==> config.mk <==
export PLATFORM = sky130hd
export DESIGN_NAME = pms_clock_ctrl
export DESIGN_NICKNAME = d
export VERILOG_FILES = /design/src/design/pms_pkg.sv /design/src/design/pms_clock_ctrl.sv /design/src/design/pms_sync3.sv
export VERILOG_INCLUDE_DIRS = /design/src /design/src/design
export SDC_FILE = /design/constraint.sdc
export NUM_CORES = 1
export LEC_CHECK = 0
export BUFFER_PORTS_ARGS = -buffer_cell sky130_fd_sc_hd__buf_2
export CORE_ASPECT_RATIO = 2
export CORE_MARGIN = 2
export CORE_UTILIZATION = 50
export CTS_CLUSTER_DIAMETER = 30
export DETAILED_ROUTE_END_ITERATION = 6
export PLACE_DENSITY_LB_ADDON = 0.08
export SYNTH_ARGS = -nofsm -noshare
export SYNTH_HDL_FRONTEND = slang
export SYNTH_SLANG_ARGS = --single-unit
==> constraint.sdc <==
create_clock -name core_clk -period 10.9 [get_ports core_clk]
set_clock_uncertainty 0.05 [all_clocks]
set_input_delay 1.09 -clock core_clk [delete_from_list [all_inputs] [get_ports core_clk]]
set_output_delay 1.09 -clock core_clk [all_outputs]
set_load 0.05 [all_outputs]
==> src/design/pms_params.svh <==
/*
 Constants for the PLL mode and clock output select block: register
 offsets, field positions, reset values, divider codes and timing counts.
 Assumes inclusion by bare name from the package and the design modules.
*/
`ifndef PMS_PARAMS_SVH
`define PMS_PARAMS_SVH

// Register byte offsets
`define PMS_OFF_CTRL        32'h0000_0000
`define PMS_OFF_STATUS      32'h0000_0004
`define PMS_OFF_PERIOD      32'h0000_0008

// Control register fields and reset value
`define PMS_CTRL_EN_LSB     0
`define PMS_CTRL_EN_W       9
`define PMS_CTRL_RATE_LSB   9
`define PMS_CTRL_RESET      11'h000

// Strap codes of the pre-divider
`define PMS_PLL_DIV1        3'h0
`define PMS_PLL_DIV2        3'h1
`define PMS_PLL_DIV4        3'h2
`define PMS_PLL_DIV6        3'h3
`define PMS_PLL_DIV8        3'h4

// Core rate select codes
`define PMS_RATE_NORMAL     2'h0
`define PMS_RATE_DOUBLE     2'h1
`define PMS_RATE_QUAD       2'h2

// Clock output mode codes
`define PMS_OUT_OFF         2'h0
`define PMS_OUT_BUF         2'h1
`define PMS_OUT_X256        2'h2
`define PMS_OUT_X512        2'h3

// Core clock multiplier and instruction slots per sample
`define PMS_CORE_MULT       8'h38
`define PMS_SLOTS_NORMAL    12'hE00
`define PMS_SLOTS_DOUBLE    12'h700
`define PMS_SLOTS_QUAD      12'h380

// Timing
`define PMS_CLK_KHZ         10000
`define PMS_INIT_MS         10
`define PMS_INIT_CYCLES     (`PMS_INIT_MS * `PMS_CLK_KHZ)
`define PMS_SYNC_SETTLE     3'h4
`define PMS_CLK_PERIOD_PS   100000
`define PMS_REF_MIN_PS      325521
`define PMS_REF_MIN_CYC     \
   ((`PMS_REF_MIN_PS + `PMS_CLK_PERIOD_PS - 1) / `PMS_CLK_PERIOD_PS)

`endif

==> src/design/pms_pkg.sv <==
/*
 Types for the PLL mode and clock output select block.
 Assumes pms_params.svh is on the include path.
*/
`include "pms_params.svh"

package pms_pkg;

   typedef enum logic [1:0] {
      PMS_ST_SETTLE,
      PMS_ST_INIT,
      PMS_ST_RUN
   } pms_state_t;

   typedef struct packed {
      logic [1:0] rateSel;
      logic [8:0] clkEnReq;
   } pms_ctrl_t;

   typedef struct packed {
      logic [11:0] slots;
      logic [1:0]  rateSel;
      logic [1:0]  clkOutSel;
      logic [3:0]  preDiv;
      logic [4:0]  zero;
      logic        overRate;
      logic        cfgErr;
      logic        initDone;
   } pms_status_t;

endpackage : pms_pkg

==> src/design/pms_clock_ctrl.sv <==
/*
 PLL mode and clock output select: strap capture, pre-divider of the
 master clock, reference tick, subsystem clock gating after start-up,
 clock output pin and an AHB-Lite register slave.
 Assumes master clock and straps arrive as asynchronous pins, core_clk
 well above the reference rate, and one AHB-Lite master.
*/
// Design decisions made here: the AHB-Lite slave port and the address map.
`timescale 1ns/100ps
`include "pms_params.svh"

module pms_clock_ctrl #(
   parameter int INIT_CYCLES = `PMS_INIT_CYCLES
) (
   // Clock and reset
   input  wire logic        core_clk,
   input  wire logic        rst,
   // Strap and clock pins
   input  wire logic [2:0]  pll_sel_pins,
   input  wire logic [1:0]  clk_out_sel_pins,
   input  wire logic        crystal_input_pin,
   output logic             clock_output_pin,
   output logic             clockOutputOe,
   // Core side
   output logic             refTick,
   output logic [8:0]       subsysClkOn,
   output logic [11:0]      slotsPerSample,
   output logic [7:0]       coreClockMult,
   // AHB-Lite slave
   input  wire logic        hsel,
   input  wire logic [31:0] haddr,
   input  wire logic [1:0]  htrans,
   input  wire logic        hwrite,
   input  wire logic [2:0]  hsize,
   input  wire logic [31:0] hwdata,
   input  wire logic        hready,
   output logic             hreadyout,
   output logic             hresp,
   output logic [31:0]      hrdata
);

   logic [2:0]  pllSync;
   logic [1:0]  outSelSync;
   logic        xtalSync;

   pms_sync3 #(.WIDTH(3)) u_sync_pll (
      .core_clk (core_clk),
      .rst      (rst),
      .asyncIn  (pll_sel_pins),
      .syncOut  (pllSync)
   );
   pms_sync3 #(.WIDTH(2)) u_sync_out (
      .core_clk (core_clk),
      .rst      (rst),
      .asyncIn  (clk_out_sel_pins),
      .syncOut  (outSelSync)
   );
   pms_sync3 #(.WIDTH(1)) u_sync_xtal (
      .core_clk (core_clk),
      .rst      (rst),
      .asyncIn  (crystal_input_pin),
      .syncOut  (xtalSync)
   );

   // Start-up sequencer and strap capture
   pms_pkg::pms_state_t state_reg, state_next;
   logic [2:0]  settle_reg, settle_next;
   logic [31:0] initCnt_reg, initCnt_next;
   logic [2:0]  pllCode_reg, pllCode_next;
   logic [1:0]  outCode_reg, outCode_next;
   logic        initDone;

   always_comb begin
      state_next   = state_reg;
      settle_next  = settle_reg;
      initCnt_next = initCnt_reg;
      pllCode_next = pllCode_reg;
      outCode_next = outCode_reg;
      case (state_reg)
         pms_pkg::PMS_ST_SETTLE: begin
            settle_next = settle_reg + 3'h1;
            if (settle_reg == `PMS_SYNC_SETTLE) begin
               pllCode_next = pllSync;
               outCode_next = outSelSync;
               state_next   = pms_pkg::PMS_ST_INIT;
            end
         end
         pms_pkg::PMS_ST_INIT: begin
            initCnt_next = initCnt_reg + 32'h0000_0001;
            if (initCnt_reg >= 32'(INIT_CYCLES - 1)) begin
               state_next = pms_pkg::PMS_ST_RUN;
            end
         end
         pms_pkg::PMS_ST_RUN: begin
            state_next = pms_pkg::PMS_ST_RUN;
         end
         default: begin
            state_next = pms_pkg::PMS_ST_SETTLE;
         end
      endcase
   end

   always_ff @(posedge core_clk or posedge rst) begin
      if (rst) begin
         state_reg   <= pms_pkg::PMS_ST_SETTLE;
         settle_reg  <= 3'h0;
         initCnt_reg <= 32'h0000_0000;
         pllCode_reg <= 3'h0;
         outCode_reg <= 2'h0;
      end else begin
         state_reg   <= state_next;
         settle_reg  <= settle_next;
         initCnt_reg <= initCnt_next;
         pllCode_reg <= pllCode_next;
         outCode_reg <= outCode_next;
      end
   end

   assign initDone = (state_reg == pms_pkg::PMS_ST_RUN);

   // Pre-divider decode
   logic [3:0] preDiv;
   logic       cfgErr;

   always_comb begin
      cfgErr = 1'b0;
      case (pllCode_reg)
         `PMS_PLL_DIV1: preDiv = 4'h1;
         `PMS_PLL_DIV2: preDiv = 4'h2;
         `PMS_PLL_DIV4: preDiv = 4'h4;
         `PMS_PLL_DIV6: preDiv = 4'h6;
         `PMS_PLL_DIV8: preDiv = 4'h8;
         default: begin
            preDiv = 4'h1;
            cfgErr = 1'b1;
         end
      endcase
   end

   // Master clock edges divided to the 64x reference tick; the tick
   // rate times the core multiplier gives the core clock rate
   logic        xtalLast_reg, xtalLast_next;
   logic [3:0]  divCnt_reg, divCnt_next;
   logic        tick_reg, tick_next;
   logic [15:0] perCnt_reg, perCnt_next;
   logic [15:0] period_reg, period_next;
   logic [15:0] phase_reg, phase_next;
   logic        outClk_reg, outClk_next;
   logic [15:0] halfPer;
   logic        xtalRise;

   assign xtalRise = xtalSync & ~xtalLast_reg;
   assign halfPer  = (outCode_reg == `PMS_OUT_X512) ? (period_reg >> 4)
                                                    : (period_reg >> 3);

   always_comb begin
      xtalLast_next = xtalSync;
      divCnt_next   = divCnt_reg;
      tick_next     = 1'b0;
      perCnt_next   = (perCnt_reg == 16'hFFFF) ? perCnt_reg
                                               : perCnt_reg + 16'h0001;
      period_next   = period_reg;
      phase_next    = phase_reg + 16'h0001;
      outClk_next   = outClk_reg;
      if (xtalRise && initDone) begin
         if (divCnt_reg >= preDiv - 4'h1) begin
            divCnt_next = 4'h0;
            tick_next   = 1'b1;
         end else begin
            divCnt_next = divCnt_reg + 4'h1;
         end
      end
      if (tick_reg) begin
         period_next = perCnt_reg;
         perCnt_next = 16'h0001;
         phase_next  = 16'h0001;
         outClk_next = 1'b1;
      end else if (halfPer != 16'h0000 && phase_reg >= halfPer) begin
         phase_next  = 16'h0001;
         outClk_next = ~outClk_reg;
      end
   end

   always_ff @(posedge core_clk or posedge rst) begin
      if (rst) begin
         xtalLast_reg <= 1'b0;
         divCnt_reg   <= 4'h0;
         tick_reg     <= 1'b0;
         perCnt_reg   <= 16'h0000;
         period_reg   <= 16'h0000;
         phase_reg    <= 16'h0000;
         outClk_reg   <= 1'b0;
      end else begin
         xtalLast_reg <= xtalLast_next;
         divCnt_reg   <= divCnt_next;
         tick_reg     <= tick_next;
         perCnt_reg   <= perCnt_next;
         period_reg   <= period_next;
         phase_reg    <= phase_next;
         outClk_reg   <= outClk_next;
      end
   end

   logic overRate;
   assign overRate = (period_reg != 16'h0000) &&
                     (period_reg < 16'(`PMS_REF_MIN_CYC));
   assign refTick  = tick_reg;

   // Clock output pin
   always_comb begin
      case (outCode_reg)
         `PMS_OUT_OFF:  clock_output_pin = 1'b0;
         `PMS_OUT_BUF:  clock_output_pin = xtalSync;
         default:       clock_output_pin = outClk_reg;
      endcase
   end
   assign clockOutputOe = initDone && (outCode_reg != `PMS_OUT_OFF);

   // AHB-Lite register slave, zero wait states
   pms_pkg::pms_ctrl_t ctrl_reg, ctrl_next;
   logic        wrPend_reg, wrPend_next;
   logic [31:0] wrAddr_reg, wrAddr_next;
   logic [31:0] rdata_reg, rdata_next;
   pms_pkg::pms_status_t status;
   logic        take;

   assign take = hsel && htrans[1] && hready;

   always_comb begin
      status           = '0;
      status.initDone  = initDone;
      status.cfgErr    = cfgErr;
      status.overRate  = overRate;
      status.preDiv    = preDiv;
      status.clkOutSel = outCode_reg;
      status.rateSel   = ctrl_reg.rateSel;
      status.slots     = slotsPerSample;
   end

   always_comb begin
      ctrl_next   = ctrl_reg;
      wrPend_next = take && hwrite;
      wrAddr_next = take ? haddr : wrAddr_reg;
      rdata_next  = rdata_reg;
      if (wrPend_reg && initDone &&
          wrAddr_reg == `PMS_OFF_CTRL) begin
         ctrl_next = hwdata[10:0];
      end
      if (take && !hwrite) begin
         case (haddr)
            `PMS_OFF_CTRL:   rdata_next = {21'h0, ctrl_reg};
            `PMS_OFF_STATUS: rdata_next = {4'h0, status};
            `PMS_OFF_PERIOD: rdata_next = {16'h0000, period_reg};
            default:         rdata_next = 32'h0000_0000;
         endcase
      end
   end

   always_ff @(posedge core_clk or posedge rst) begin
      if (rst) begin
         ctrl_reg   <= `PMS_CTRL_RESET;
         wrPend_reg <= 1'b0;
         wrAddr_reg <= 32'h0000_0000;
         rdata_reg  <= 32'h0000_0000;
      end else begin
         ctrl_reg   <= ctrl_next;
         wrPend_reg <= wrPend_next;
         wrAddr_reg <= wrAddr_next;
         rdata_reg  <= rdata_next;
      end
   end

   assign hreadyout = 1'b1;
   assign hresp     = 1'b0;
   assign hrdata    = rdata_reg;

   // Subsystem clocks stay blocked until start-up ends
   assign subsysClkOn   = initDone ? ctrl_reg.clkEnReq : 9'h000;
   assign coreClockMult = `PMS_CORE_MULT;
   always_comb begin
      case (ctrl_reg.rateSel)
         `PMS_RATE_DOUBLE: slotsPerSample = `PMS_SLOTS_DOUBLE;
         `PMS_RATE_QUAD:   slotsPerSample = `PMS_SLOTS_QUAD;
         default:          slotsPerSample = `PMS_SLOTS_NORMAL;
      endcase
   end

   // Checks
   a_prediv_decode: assert property (@(posedge core_clk) disable iff (rst)
      pllCode_reg == `PMS_PLL_DIV6 |-> preDiv == 4'h6 && !cfgErr)
      else $error("pre-divider decode wrong");
   a_bad_strap: assert property (@(posedge core_clk) disable iff (rst)
      pllCode_reg[2] && pllCode_reg[1:0] != 2'h0 |-> cfgErr)
      else $error("unsupported strap not flagged");
   a_gate_init: assert property (@(posedge core_clk) disable iff (rst)
      !initDone |-> subsysClkOn == 9'h000 && !refTick)
      else $error("clock passed before start-up end");
   a_strap_hold: assert property (@(posedge core_clk) disable iff (rst)
      state_reg != pms_pkg::PMS_ST_SETTLE |=> $stable(pllCode_reg))
      else $error("strap capture changed after capture");
   a_write_block: assert property (@(posedge core_clk) disable iff (rst)
      wrPend_reg && !initDone |=> $stable(ctrl_reg))
      else $error("write taken during start-up");
   a_slots_rate: assert property (@(posedge core_clk) disable iff (rst)
      ctrl_reg.rateSel == `PMS_RATE_QUAD |-> slotsPerSample == 12'h380)
      else $error("slot count wrong for quad rate");
   a_clock_output_pin_off: assert property (@(posedge core_clk) disable iff (rst)
      outCode_reg == `PMS_OUT_OFF |-> !clock_output_pin && !clockOutputOe)
      else $error("clock output not disabled");
   a_tick_count: assert property (@(posedge core_clk) disable iff (rst)
      pllCode_reg == `PMS_PLL_DIV2 && !cfgErr && tick_reg
      |=> !tick_reg)
      else $error("reference tick longer than one cycle");
   a_over_rate: assert property (@(posedge core_clk) disable iff (rst)
      period_reg == 16'h0003 |-> overRate)
      else $error("overspeed reference not flagged");

   c_run: cover property (@(posedge core_clk) disable iff (rst)
      $rose(initDone));
   c_tick: cover property (@(posedge core_clk) disable iff (rst)
      tick_reg && pllCode_reg == `PMS_PLL_DIV8);
   c_write: cover property (@(posedge core_clk) disable iff (rst)
      wrPend_reg && initDone);
   c_x512: cover property (@(posedge core_clk) disable iff (rst)
      outCode_reg == `PMS_OUT_X512 && $rose(outClk_reg));

endmodule : pms_clock_ctrl

==> src/design/pms_sync3.sv <==
/*
 Three-flop input synchroniser; the output follows once the second and
 third flops agree. Assumes an asynchronous input and core_clk domain.
*/
`timescale 1ns/100ps

module pms_sync3 #(
   parameter int WIDTH = 1
) (
   // Clock and reset
   input  wire logic             core_clk,
   input  wire logic             rst,
   // Data
   input  wire logic [WIDTH-1:0] asyncIn,
   output logic      [WIDTH-1:0] syncOut
);

   logic [WIDTH-1:0] ff1_reg;
   logic [WIDTH-1:0] ff2_reg;
   logic [WIDTH-1:0] ff3_reg;
   logic [WIDTH-1:0] out_reg;
   logic [WIDTH-1:0] out_next;

   always_comb begin
      out_next = out_reg;
      if (ff2_reg == ff3_reg) begin
         out_next = ff3_reg;
      end
   end

   always_ff @(posedge core_clk or posedge rst) begin
      if (rst) begin
         ff1_reg <= '0;
         ff2_reg <= '0;
         ff3_reg <= '0;
         out_reg <= '0;
      end else begin
         ff1_reg <= asyncIn;
         ff2_reg <= ff1_reg;
         ff3_reg <= ff2_reg;
         out_reg <= out_next;
      end
   end

   assign syncOut = out_reg;

endmodule : pms_sync3

# After elaboration in Yosys (flattened, before gate mapping)
# Index checks and enable logic that the tools add are counted.
classes:
  add_sub_neg: 6
  n_eq_ne: 20
  mux: 19
  magnitude_cmp: 4
  reduce_logical: 23
  n_bitwise: 3
ops:
  columns: ["op", "count"]
  rows:
  - ["28-bit one-hot mux with 3 select lines", 1]
  - ["32-bit zero test", 2]
  - ["16-bit two-way mux", 4]
  - ["16-bit by 1-bit adder with 16-bit output (second input constant)", 2]
  - ["32-bit by 1-bit adder with 32-bit output (second input constant)", 1]
  - ["32-bit by 3-bit == test with 1-bit output (second input constant)", 1]
  - ["32-bit by 4-bit == test with 1-bit output (second input constant)", 1]
  - ["32-bit by 17-bit greater-or-equal comparator with 1-bit output (second input constant)", 1]
  - ["16-bit nonzero test", 2]
  - ["12-bit one-hot mux with 2 select lines", 1]
  - ["16-bit == test (second input constant)", 1]
  - ["16-bit by 13-bit greater-or-equal comparator with 1-bit output", 1]
  - ["16-bit by 3-bit less-than comparator with 1-bit output (second input constant)", 1]
  - ["4-bit one-hot mux with 4 select lines", 1]
  - ["13-bit two-way mux", 1]
  - ["1-bit logical AND", 10]
  - ["9-bit two-way mux", 1]
  - ["2-bit by 1-bit == test with 1-bit output (second input constant)", 3]
  - ["2-bit == test (second input constant)", 3]
  - ["3-bit by 2-bit == test with 1-bit output (second input constant)", 2]
  - ["3-bit == test (second input constant)", 2]
  - ["2-bit inequality test (second input constant)", 3]
  - ["2-bit one-hot mux with 3 select lines", 1]
  - ["1-bit two-way mux", 5]
  - ["other kinds (19)", 24]
totals:
  word_cells: 104
  register_bits: 197
  out_inout_bits: 66

# Longest topological paths before layout
# Gate-level depths: netlist of the first run.
depth:
  depth_word: 6
  depth_mapped: 11
  ltp_nobuf: 8

# Modules after synthesis
# A second synthesis of the first run with hierarchy kept.
unflattened:
  cells_unflattened: 801
  hier_area_um2: 8907.3
modules_own_cells:
  columns: ["mod", "n_inst", "cells_each", "area_per_inst_um2"]
  rows:
  - ["pms_clock_ctrl", 1, 755, 8154.1]
  - ["pms_sync3 (u_sync_pll)", 1, 23, 384.1]
  - ["pms_sync3 (u_sync_out)", 1, 17, 254.0]
  - ["pms_sync3 (u_sync_xtal)", 1, 6, 115.1]

# Worst setup path after synthesis of the first run
# Ideal clock, no wire load.
synth_timing:
  path_kind: "reg-to-reg"
  start: "register outCode_reg[1]"
  end: "register phase_reg[0]"
  arrival_time_ns: 2.614
  path_slack_ns: 8.108
  n_path_buf: 2
  path_stages_with_launch: 11
  required_ns: 10.723
  period_less_slack_ns: 2.792
  path_cell_list: "dfrtp_1 > clkbuf_1 > nand2_1 > buf_1 > mux2i_1 > ha_1 > a211oi_1 > o22ai_1 > a211oi_1 > o21bai_1 > or2_2"
synth_via:
  elab_chain_len: 6
  elab_cells_between_ends: 7
synth_rtl:
  columns: ["element", "line_no", "text"]
  rows:
  - ["start: declaration", "pms_clock_ctrl.sv:70", "logic [1:0] outCode_reg, outCode_next;"]
  - ["start signal: assignment", "pms_clock_ctrl.sv:115", "outCode_reg <= outCode_next;"]
  - ["2-bit == test (no line) (*)", null, null]
  - ["13-bit two-way mux (*)", "pms_clock_ctrl.sv:153", "assign halfPer = (outCode_reg == `PMS_OUT_X512) ? (period_reg >> 4)"]
  - ["16-bit by 13-bit greater-or-equal comparator with 1-bit output / 16-bit nonzero test (equally long branches)", "pms_clock_ctrl.sv:178", "end else if (halfPer != 16'h0000 && phase_reg >= halfPer) begin"]
  - ["1-bit logical AND (*)", "pms_clock_ctrl.sv:178", null]
  - ["16-bit two-way mux (*)", "pms_clock_ctrl.sv:178", null]
  - ["16-bit two-way mux (*)", "pms_clock_ctrl.sv:173", "if (tick_reg) begin"]
  - ["named net phase_next[0]", "pms_clock_ctrl.sv:147", "logic [15:0] phase_reg, phase_next;"]
  - ["end signal: assignment", "pms_clock_ctrl.sv:199", "phase_reg <= phase_next;"]
  - ["end: declaration", "pms_clock_ctrl.sv:147", null]
# The timed path passes the listed nets; every way through them passes the cells marked *.
# A chain may end at the register's enable or synchronous reset.

# Worst setup path in the final report of the first run
# Same ends and word-level chain as after synthesis.

==> flow_metrics.py, run 1 <==
metrics = {
    "sta": {
        "holdWs_ns": 0.299,
        "min_period_over_period_pct": 31.0,
        "worstMarginPinSlew_ns": 1.15,
        "report.final.slew_viol_count": 0,
        "timing.final.hold_violations": 0,
        "setup_viol": 0,
        "min_period_ns": 3.38,
        "tns_ns": 0,
        "slew_headroom_pct": 23.3,
        "max_freq_mhz": 296,
        "rsz0062_at_grt": "false",
    },
    "power": {
        "pwr-share-comb_pct": 7.0,
        "power_density_nw_per_um2": 142,
        "power_frac_seq_pct": 52.8,
        "switching_share_pct": 24.0,
        "clkPwrFrac_pct": 40.2,
        "p_switching_mw": 0.337,
        "p_leak_nw": 4.71,
        "p_int_mw": 1.07,
        "ir_worst_vdd_uv": 108,
    },
    "grt": {
        "antenna_found_initial": 0,
        "grt_max_degree": 108,
        "grt_pass1_wl_mm": 31.6,
        "grt_use_total_pct": 21.2,
        "grt_pass1_vias": 6321,
        "gr-total-overflow": 0,
    },
    "synthesis": {
        "synthTopCellsByCount": "dfrtp_1, mux2_2, nand2_1",
        "yosys.cell_count.top_type": "dfrtp_1",
        "yosys_warnings": 0,
        "synth_ff_type": "dfrtp_1",
        "netlist_area_um2": 8840,
        "synth-edff-count": 0,
        "synthArstFlopShare_pct": 100,
        "synth_cell_types": 56,
        "ys_seq_area_share_pct": 52.7,
        "netlist_instances": 782,
        "ys_seq_elements": 186,
        "yosys-top-cells-area": "dfrtp_1, mux2_2, xnor2_1",
        "avgSynthCellArea_um2": 11.3,
        "synth.top_cell.area_share_pct": 52.7,
        "yosys.area.top_type": "dfrtp_1",
    },
    "setup_path": {
        "critPathMaxFanout": 16,
        "rr_endpoint": "phase_reg[0]$_DFF_PP0_",
        "r2r_setup_slack_ns": 7.52,
        "cp-start-kind": "flop",
        "path_class": "flop to flop",
        "cp.required_ns": 11.15,
        "slowest_stage": "nand2_1",
        "ff2ff_path_depth": 8,
        "r2r-start": "outCode_reg[1]$_DFFE_PP0P_",
        "cp_common_cell": "a211oi_1",
        "critical_path.startpoint": "outCode_reg[1]$_DFFE_PP0P_",
        "crit_chain": "nand2_1 -> mux2i_1 -> ha_1 -> a211oi_1 -> o22ai_1 -> a211oi_1 -> o21bai_1 -> or2_2",
        "critPathMaxStageDelay_ns": 0.50,
        "cp.arrival_ns": 3.63,
        "end_kind": "flop",
    },
    "floorplanning": {
        "num_rows": 68,
        "die_h_um": 192,
        "top_level_ports": 146,
        "die_area_um2": 18800,
        "dieWidth_um": 98.0,
        "start_util_pct": 51.2,
        "core_um2": 17300,
    },
    "run": {
        "cap_violations": 0,
    },
    "route": {
        "drc": 0,
        "drtIter0Drc": 248,
        "ant_nets": 0,
        "num_vias": 6050,
        "via_per_inst": 5.53,
        "wl_per_cell_um": 17.6,
        "dr.pass1.iters": 5,
        "drt_wl_total_mm": 19.2,
    },
    "finish": {
        "n_antenna_cell": 0,
        "fin_nets": 979,
        "area_delta_synth_final_pct": 12.3,
        "finish.utilization_pct": 57.5,
        "drive_gt1_share_pct": 22.9,
    },
    "cts": {
        "postCtsSetupBuffers": 0,
        "cts_root_buffer": "clkbuf_16",
        "clock_latency_ns": 0.42,
        "clkSlewWorstSetupHoldPaths_ns": 0.06,
        "cts_hold_buf": 0,
        "clockBufferDepth": 2,
        "clock-sinks": 186,
        "cts_buffers": 17,
        "htree_num_levels": 4,
        "tritoncts": "yes",
        "cts_resized": 0,
    },
    "hold_path": {
        "hp-start": "u_sync_pll.ff1_reg[2]$_DFF_PP0_",
        "whs_path_depth": 0,
        "hold_end": "u_sync_pll.ff2_reg[2]$_DFF_PP0_",
        "hp-class": "flop to flop",
    },
    "run_status": {
        "status": "completed",
    },
    "placed_design": {
        "detailed_place_hpwl_mm": 14.5,
        "gp_congestion": 0.878,
        "portBuffers": 91,
    },
}
-- power by group through the flow --
stage	logic, mW	registers [mW]	clock network [mW]
after floorplan	0.0853	0.747	0
after global placement	0.0964	0.753	0
after detailed placement	0.0997	0.755	0
after CTS	0.0998	0.742	0.577
after global routing	0.109	0.745	0.606
final	0.0984	0.742	0.564
-- per-layer routing --
layer	track usage, %	part of all wire [%]	up-vias
met5	0	0	-
met4	8.28	2.6	0
met3	3.49	3.1	26
met2	40.3	56	123
met1	23.3	38	3015
li1	-	-	2886
-- worst max-delay path: cells and delay by family, from the launching register on --
kind,cells,cell delay (ns)
compound gates,4,1.24
simple gates,2,0.93
mux,1,0.27
flops,1,0.48
fa+ha+maj,1,0.27
-- cell type report --
cell class / instances / area (um2)
clock inverter: 10 / 71.3
fill: 1511 / 7350
tap: 210 / 263
sequential: 186 / 4650
clock buffer: 21 / 470
multi-input combinational: 550 / 3890
inverter: 21 / 83.8
timing repair buffer: 96 / 493
-- cell families (layout without fill, tap and decap cells) --
logic type / count (synthesis) / count (layout) / share of synthesized area [%]
AOI/OAI and AO/OA: 92 / 92 / 6.65
xor gates and xnor gates: 67 / 67 / 6.64
adders and majority gates: 28 / 28 / 3.93
buffers and inverters: 74 / 148 / 4.53
DFF: 186 / 186 / 52.7
muxes: 84 / 84 / 10.5
other: 2 / 30 / 0.0850
and+or+nand+nor: 249 / 249 / 15.0
-- how the worst max path moves through the flow --
stage / cells past startpoint / slack (ns) / endpoint
finish: 8 / 7.52 / phase_reg[0]$_DFF_PP0_
global route: 8 / 7.22 / phase_reg[2]$_DFF_PP0_
CTS: 8 / 7.52 / phase_reg[0]$_DFF_PP0_
detailed placement: 8 / 7.55 / phase_reg[0]$_DFF_PP0_
floorplan: 1 / 4.70 / ctrl_reg[0]$_DFFE_PP0P_
global placement: 8 / 7.60 / phase_reg[0]$_DFF_PP0_
-- metrics by stage --
step | setup WS, ns | instances | area (um2) | power, mW
after detailed placement | 7.55 | 1063 | 9380 | 0.855
after CTS | 7.52 | 1094 | 9930 | 1.42
after global routing | 7.22 | 1094 | 9930 | 1.46
final | 7.52 | 1094 | 9930 | 1.40
after global placement | 7.60 | 1063 | 9380 | 0.849
after floorplan | 4.70 | 810 | 8940 | 0.832
-- layout by cell type (no fill, tap or decap), types with 4 or more instances in the layout --
| master | Yosys | layout |
|---|---|---|
| conb_1 | 2 | 30 |
| clkbuf_16 | 0 | 17 |
| nor2_1 | 46 | 46 |
| o21ai_1 | 8 | 8 |
| inv_1 | 21 | 20 |
| nand3_1 | 33 | 33 |
| and4_1 | 9 | 9 |
| nor4_1 | 22 | 22 |
| o21ai_0 | 10 | 10 |
| a21o_1 | 5 | 5 |
| a22oi_1 | 6 | 6 |
| ha_1 | 27 | 27 |
| dfrtp_1 | 186 | 186 |
| and2_1 | 13 | 13 |
| xnor2_1 | 51 | 51 |
| and3_1 | 10 | 10 |
| mux2i_1 | 17 | 17 |
| a21oi_1 | 28 | 28 |
| nor3_1 | 11 | 11 |
| a22o_1 | 6 | 6 |
| xor2_1 | 16 | 16 |
| nand2_1 | 59 | 59 |
| nand4_1 | 16 | 16 |
| mux2_2 | 67 | 67 |
| buf_4 | 30 | 5 |
| nand2b_1 | 6 | 6 |
| clkinvlp_4 | 0 | 4 |
| a211oi_1 | 10 | 10 |
| nor2b_1 | 7 | 7 |
| o31ai_1 | 5 | 5 |
| buf_2 | 2 | 91 |
Power figures use the tool's default switching activity.
==> inputs of run 2 (changes only) <==
==> constraint.sdc (replaced) <==
create_clock -name core_clk -period 3.5 [get_ports core_clk]
set_clock_uncertainty 0.05 [all_clocks]
set_input_delay 0.35 -clock core_clk [delete_from_list [all_inputs] [get_ports core_clk]]
set_output_delay 0.35 -clock core_clk [all_outputs]
set_load 0.05 [all_outputs]
==> run 2 against run 1 <==
- sequential share of layout area shrank 0.82 points
- die area is the same
- largest cell class unchanged
- maximum frequency grew 11%
- total power grew to 3.2 times the previous value
- count of clock-buffer cells in the layout shrank 2
==> flow_metrics.py, run 2 (synthesis results as in run 1) <==
metrics = {
    "setup_path": {
        "end_kind": "flop",
        "path_buf_inv": 0,
        "cp.arrival_ns": 3.31,
        "r2r-start": "outCode_reg[0]$_DFFE_PP0P_",
        "critPathTopFamily": "compound AO/OA/AOI/OAI gates",
        "slowest_stage": "o21bai_1",
        "crit_chain": "nand2_2 -> mux2i_1 -> ha_1 -> a211oi_1 -> o22ai_1 -> a211oi_1 -> o21bai_1 -> or2_2",
        "critPathMaxFanout": 16,
        "critPathMaxStageDelay_ns": 0.43,
        "r2r_setup_slack_ns": 0.45,
        "cp.required_ns": 3.76,
        "cp_common_cell": "a211oi_1",
        "path_class": "flop to flop",
        "rr_endpoint": "phase_reg[0]$_DFF_PP0_",
        "cp-start-kind": "flop",
        "ff2ff_path_depth": 8,
    },
    "sta": {
        "timing.final.hold_violations": 0,
        "setup_viol": 0,
        "rsz0062_at_grt": "false",
        "report.final.slew_viol_count": 0,
        "min_period_over_period_pct": 87.1,
        "worstMarginPinSlew_ns": 1.13,
        "slew_headroom_pct": 24.5,
        "tns_ns": 0,
        "max_freq_mhz": 328,
        "min_period_ns": 3.05,
    },
    "hold_path": {
        "whs_path_depth": 2,
        "hp-start": "hwdata[1]",
        "hold_end": "ctrl_reg[1]$_DFFE_PP0P_",
        "hp-class": "input port to flop",
    },
    "cts": {
        "htree_num_levels": 4,
        "clockBufferDepth": 2,
        "tritoncts": "yes",
        "clock_latency_ns": 0.43,
        "cts_buffers": 17,
        "cts_root_buffer": "clkbuf_16",
        "clock-sinks": 186,
        "clkSlewWorstSetupHoldPaths_ns": 0.07,
    },
    "power": {
        "p_int_mw": 3.45,
        "p_switching_mw": 1.10,
        "power_mw": 4.55,
        "power_density_nw_per_um2": 450,
        "clkPwrFrac_pct": 42.1,
        "pwr-share-comb_pct": 7.2,
        "switching_share_pct": 24.1,
        "ir_worst_vdd_uv": 410,
        "power_frac_seq_pct": 50.7,
        "p_leak_nw": 4.79,
    },
    "route": {
        "via_per_inst": 5.60,
        "drtIter0Drc": 298,
        "ant_nets": 0,
        "num_vias": 6202,
        "drc": 0,
        "drt_wl_total_mm": 20.0,
        "wl_per_cell_um": 18.1,
        "dr.pass1.iters": 5,
    },
    "grt": {
        "grt_max_degree": 52,
        "grt_pass1_vias": 6601,
        "gr-total-overflow": 0,
        "antenna_found_initial": 0,
        "grt_pass1_wl_mm": 33.5,
        "grt_use_total_pct": 22.6,
    },
    "finish": {
        "drive_gt1_share_pct": 23.4,
        "n_antenna_cell": 0,
        "fin_nets": 993,
        "area_delta_synth_final_pct": 14.3,
        "final_common_cell": "dfrtp_1",
        "layout_common_cells": "dfrtp_1, buf_2, mux2_2, nand2_1, xnor2_1",
    },
    "run_status": {
        "status": "completed",
    },
    "floorplanning": {
        "dieWidth_um": 98.0,
        "core_um2": 17300,
        "die_h_um": 192,
        "num_rows": 68,
        "start_util_pct": 51.2,
        "die_area_um2": 18800,
        "top_level_ports": 146,
    },
    "placed_design": {
        "portBuffers": 91,
        "detailed_place_hpwl_mm": 15.2,
        "gp_congestion": 0.904,
    },
    "run": {
        "cap_violations": 0,
    },
}
[run 2: changes by cell type in the layout (fill, tap and decap cells not counted), moves of 2 or more]
cell	change
clkinv_2	-2
inv_6	+3
dlygate4sd3_1	+7
clkinv_4	-2
bufinv_16	+2
buf_4	+6
clkbuf_8	-2
[run 2: per-stage QoR]
| step | cell area [um2] | setup slack (ns) | cells | hold WS (ns) | utilization, % |
|---|---|---|---|---|---|
| 6_report | 10100 | 0.453 | 1108 | 0.0953 | 58.5 |
| 3_3_place_gp | 9450 | 0.334 | 1070 | 0.282 | 54.7 |
| 4_1_cts | 10100 | 0.182 | 1108 | 0.0780 | 58.5 |
| 2_1_floorplan | 8950 | 0.707 | 810 | 0.281 | - |
| 5_1_grt | 10100 | 0.161 | 1108 | 0.0818 | 58.5 |
| 3_5_place_dp | 9450 | 0.195 | 1070 | 0.291 | 54.7 |
[run 2: power groups by stage]
stage	sequential (mW)	clock, mW	combinational [mW]
6_report	2.31	1.91	0.329
5_1_grt	2.32	2.03	0.363
3_3_place_gp	2.34	0	0.314
2_1_floorplan	2.33	0	0.266
4_1_cts	2.31	1.95	0.334
3_5_place_dp	2.35	0	0.325
[run 2: metal layers]
layer  GRT usage (%)  up-vias  part of all wire (%)
met5               0        -                     0
met1            24.9     3103                    38
li1                -     2922                     -
met4            9.72        0                   3.4
met2            42.0      140                    56
met3            3.97       37                   2.9
[run 2: area by class of cell]
cell class                 instances  area, um2
fill                            1499       7170
clock buffer                      19        443
timing repair buffer             110        628
sequential                       186       4650
clock inverter                    12        139
tap                              210        263
inverter                          21       82.6
multi-input combinational        550       3890
[run 2: timing repair]
action | 4_1_cts | 5_1_grt
endpoints found under the setup margin | 0 | 9
buffers inserted | 0 | 0
hold buffers | 7 | 0
endpoints found under the hold margin | 21 | 0
gates resized for setup | 0 | 1
[run 2: how the worst max path moves through the flow]
stage                                           from  slack (ns)                 endpoint  cells after the start
after detailed placement  outCode_reg[0]$_DFFE_PP0P_        0.20   phase_reg[0]$_DFF_PP0_                      8
final                     outCode_reg[0]$_DFFE_PP0P_        0.45   phase_reg[0]$_DFF_PP0_                      8
after floorplan                                  rst        0.71  ctrl_reg[0]$_DFFE_PP0P_                      1
after global routing      outCode_reg[1]$_DFFE_PP0P_        0.16   phase_reg[0]$_DFF_PP0_                      8
after CTS                 outCode_reg[0]$_DFFE_PP0P_        0.18   phase_reg[0]$_DFF_PP0_                      8
after global placement    outCode_reg[0]$_DFFE_PP0P_        0.33   phase_reg[0]$_DFF_PP0_                      8
[run 2: worst reg2reg max path, cell delays in order (launching register included)]
cell,delay [ns]
dfrtp_1,0.39
nand2_2,0.31
mux2i_1,0.29
ha_1,0.28
a211oi_1,0.29
o22ai_1,0.13
a211oi_1,0.35
o21bai_1,0.43
or2_2,0.43
==> inputs of run 3 (changes only) <==
--- a/config.mk
+++ b/config.mk
@@ -7,12 +7,15 @@
 export NUM_CORES = 1
 export LEC_CHECK = 0
 export BUFFER_PORTS_ARGS = -buffer_cell sky130_fd_sc_hd__buf_2
+export CELL_PAD_IN_SITES_DETAIL_PLACEMENT = 0
+export CELL_PAD_IN_SITES_GLOBAL_PLACEMENT = 1
 export CORE_ASPECT_RATIO = 2
 export CORE_MARGIN = 2
-export CORE_UTILIZATION = 50
+export CORE_UTILIZATION = 45
 export CTS_CLUSTER_DIAMETER = 30
 export DETAILED_ROUTE_END_ITERATION = 6
 export PLACE_DENSITY_LB_ADDON = 0.08
+export RECOVER_POWER = 100
 export SYNTH_ARGS = -nofsm -noshare
 export SYNTH_HDL_FRONTEND = slang
 export SYNTH_SLANG_ARGS = --single-unit
==> constraint.sdc (replaced) <==
create_clock -name core_clk -period 3 [get_ports core_clk]
set_clock_uncertainty 0.05 [all_clocks]
set_input_delay 0.3 -clock core_clk [delete_from_list [all_inputs] [get_ports core_clk]]
set_output_delay 0.3 -clock core_clk [all_outputs]
set_load 0.05 [all_outputs]
==> run 3 against run 2 <==
- the run now ends with max-capacitance violations, max-slew violations left
- critical path depth down 3
- via count is 1.0% lower
- sequential share of layout area is 0.051 points lower
- final area increased by 0.11%
- clock power grew 19%
- worst setup slack got worse by 0.11 ns
==> flow_metrics.py, run 3 (synthesis results as in run 1) <==
metrics = {
    "run_status": {
        "status": "finished, violations left",
        "violations": "max-capacitance violations, max-slew violations",
    },
    "route": {
        "wl_per_cell_um": 17.7,
        "num_vias": 6140,
        "drtIter0Drc": 179,
        "dr.pass1.iters": 4,
        "via_per_inst": 5.27,
        "drt_wl_total_mm": 20.6,
        "ant_nets": 0,
        "drc": 0,
    },
    "placed_design": {
        "place_area_um2": 9590,
        "detailed_place_hpwl_mm": 15.7,
        "gp_congestion": 0.803,
        "dp_cells": 1126,
        "portBuffers": 91,
    },
    "finish": {
        "drive_gt1_share_pct": 19.5,
        "area_delta_synth_final_pct": 14.4,
        "final_cells": 1165,
        "design_area_um2": 10100,
        "n_antenna_cell": 0,
        "fin_nets": 1000,
        "final_common_cell": "dfrtp_1",
        "layout_common_cells": "dfrtp_1, mux2_2, nand2_1, buf_2, xnor2_1",
    },
    "setup_path": {
        "r2r-start": "outCode_reg[0]$_DFFE_PP0P_",
        "critical_path.startpoint": "state_reg[0]$_DFFE_PP0P_",
        "cp-start-kind": "flop",
        "critPathMaxFanout": 12,
        "cp.arrival_ns": 2.31,
        "slowest_stage": "clkbuf_1",
        "crit_chain": "inv_1 -> ha_1 -> clkbuf_1 -> and2_1 -> clkbuf_2",
        "cp.required_ns": 2.65,
        "end_kind": "primary output",
        "critPathMaxStageDelay_ns": 0.63,
        "path_class": "flop to primary output",
    },
    "floorplanning": {
        "die_area_um2": 20800,
        "top_level_ports": 146,
        "num_rows": 72,
        "dieWidth_um": 103,
        "die_h_um": 202,
        "start_util_pct": 45.9,
        "core_um2": 19300,
    },
    "grt": {
        "grt_max_degree": 55,
        "grt_use_total_pct": 21.1,
        "antenna_found_initial": 0,
        "grt_pass1_wl_mm": 33.5,
        "gr-total-overflow": 0,
        "grt_pass1_vias": 6473,
    },
    "run": {
        "cap_violations": 1,
    },
    "sta": {
        "rsz0062_at_grt": "false",
        "worstMarginPinSlew_ns": 1.75,
        "min_period_ns": 2.66,
        "tns_ns": 0,
        "setup_viol": 0,
        "slew_headroom_pct": -16.9,
        "max_freq_mhz": 376,
        "report.final.slew_viol_count": 34,
        "min_period_over_period_pct": 88.7,
        "holdWs_ns": 0.0443,
        "timing.final.hold_violations": 0,
    },
    "power": {
        "p_leak_nw": 4.64,
        "power_density_nw_per_um2": 528,
        "ir_worst_vdd_uv": 588,
    },
    "cts": {
        "clock_latency_ns": 0.43,
        "clkSlewWorstSetupHoldPaths_ns": 0.07,
        "clockBufferDepth": 2,
        "clock-sinks": 186,
        "cts_buffers": 17,
        "cts_root_buffer": "clkbuf_16",
        "tritoncts": "yes",
        "postCtsSetupBuffers": 0,
        "htree_num_levels": 4,
    },
    "hold_path": {
        "hp-start": "hwdata[6]",
        "hp-class": "input port to flop",
    },
}
[run 3: repair_timing]
| action | in CTS | in global routing |
|---|---|---|
| resized for setup | 0 | 0 |
| hold buffers | 7 | 0 |
| endpoints found under the hold margin | 32 | 0 |
[run 3: final timing paths]
check                                                       end  slack (ns)  cells after the start
worst max-delay path                             subsysClkOn[0]        0.34                      5
worst min-delay path                    ctrl_reg[6]$_DFFE_PP0P_        0.04                      2
worst max register to register          phase_reg[15]$_DFF_PP0_        0.39                     10
worst min register to register  u_sync_pll.ff2_reg[2]$_DFF_PP0_        0.30                      0
max in group asynchronous       u_sync_out.ff3_reg[0]$_DFF_PP0_        0.65                      4
min in group asynchronous             wrAddr_reg[3]$_DFFE_PP0P_        0.70                      3
[run 3: stage by stage]
step | worst slack, ns | utilization [%] | power, mW
floorplan | 0.208 | - | 3.03
global placement | 0.497 | 49.7 | 3.11
detailed placement | 0.430 | 49.7 | 3.13
CTS | 0.418 | 53.2 | 5.42
global route | 0.169 | 52.5 | 5.55
finish | 0.340 | 52.5 | 5.34
[run 3: power breakdown]
part           leakage, nW  internal (mW)  switching (mW)
logic                 1.96          0.149           0.236
registers             2.39           2.62          0.0646
clock network        0.281           1.25            1.02
total                 4.64           4.02            1.32
[run 3: worst max-delay path, delay by kind of cell (launching register included)]
family	cells	cell delay (ns)
buffers and inverters	3	1.00
AND/OR/NAND/NOR	1	0.24
adder cells (fa/ha/maj)	1	0.23
flip-flops	1	0.40
[run 3: cell type report]
class	count	area, um2
clock inverters	15	169
repair buffers	117	619
multi-input cells	550	3840
flip-flops and latches	186	4650
inverters	21	80.1
well taps	259	324
fillers	1840	9170
clock buffers	17	425
[run 3: layer usage]
| metal | track usage (%) | up-vias | wire [um] |
|---|---|---|---|
| met1 | 23.1 | 3083 | 7770 |
| met2 | 39.1 | 108 | 11700 |
| li1 | - | 2921 | - |
| met5 | 0 | - | 0 |
| met4 | 7.85 | 0 | 601 |
| met3 | 3.60 | 28 | 515 |
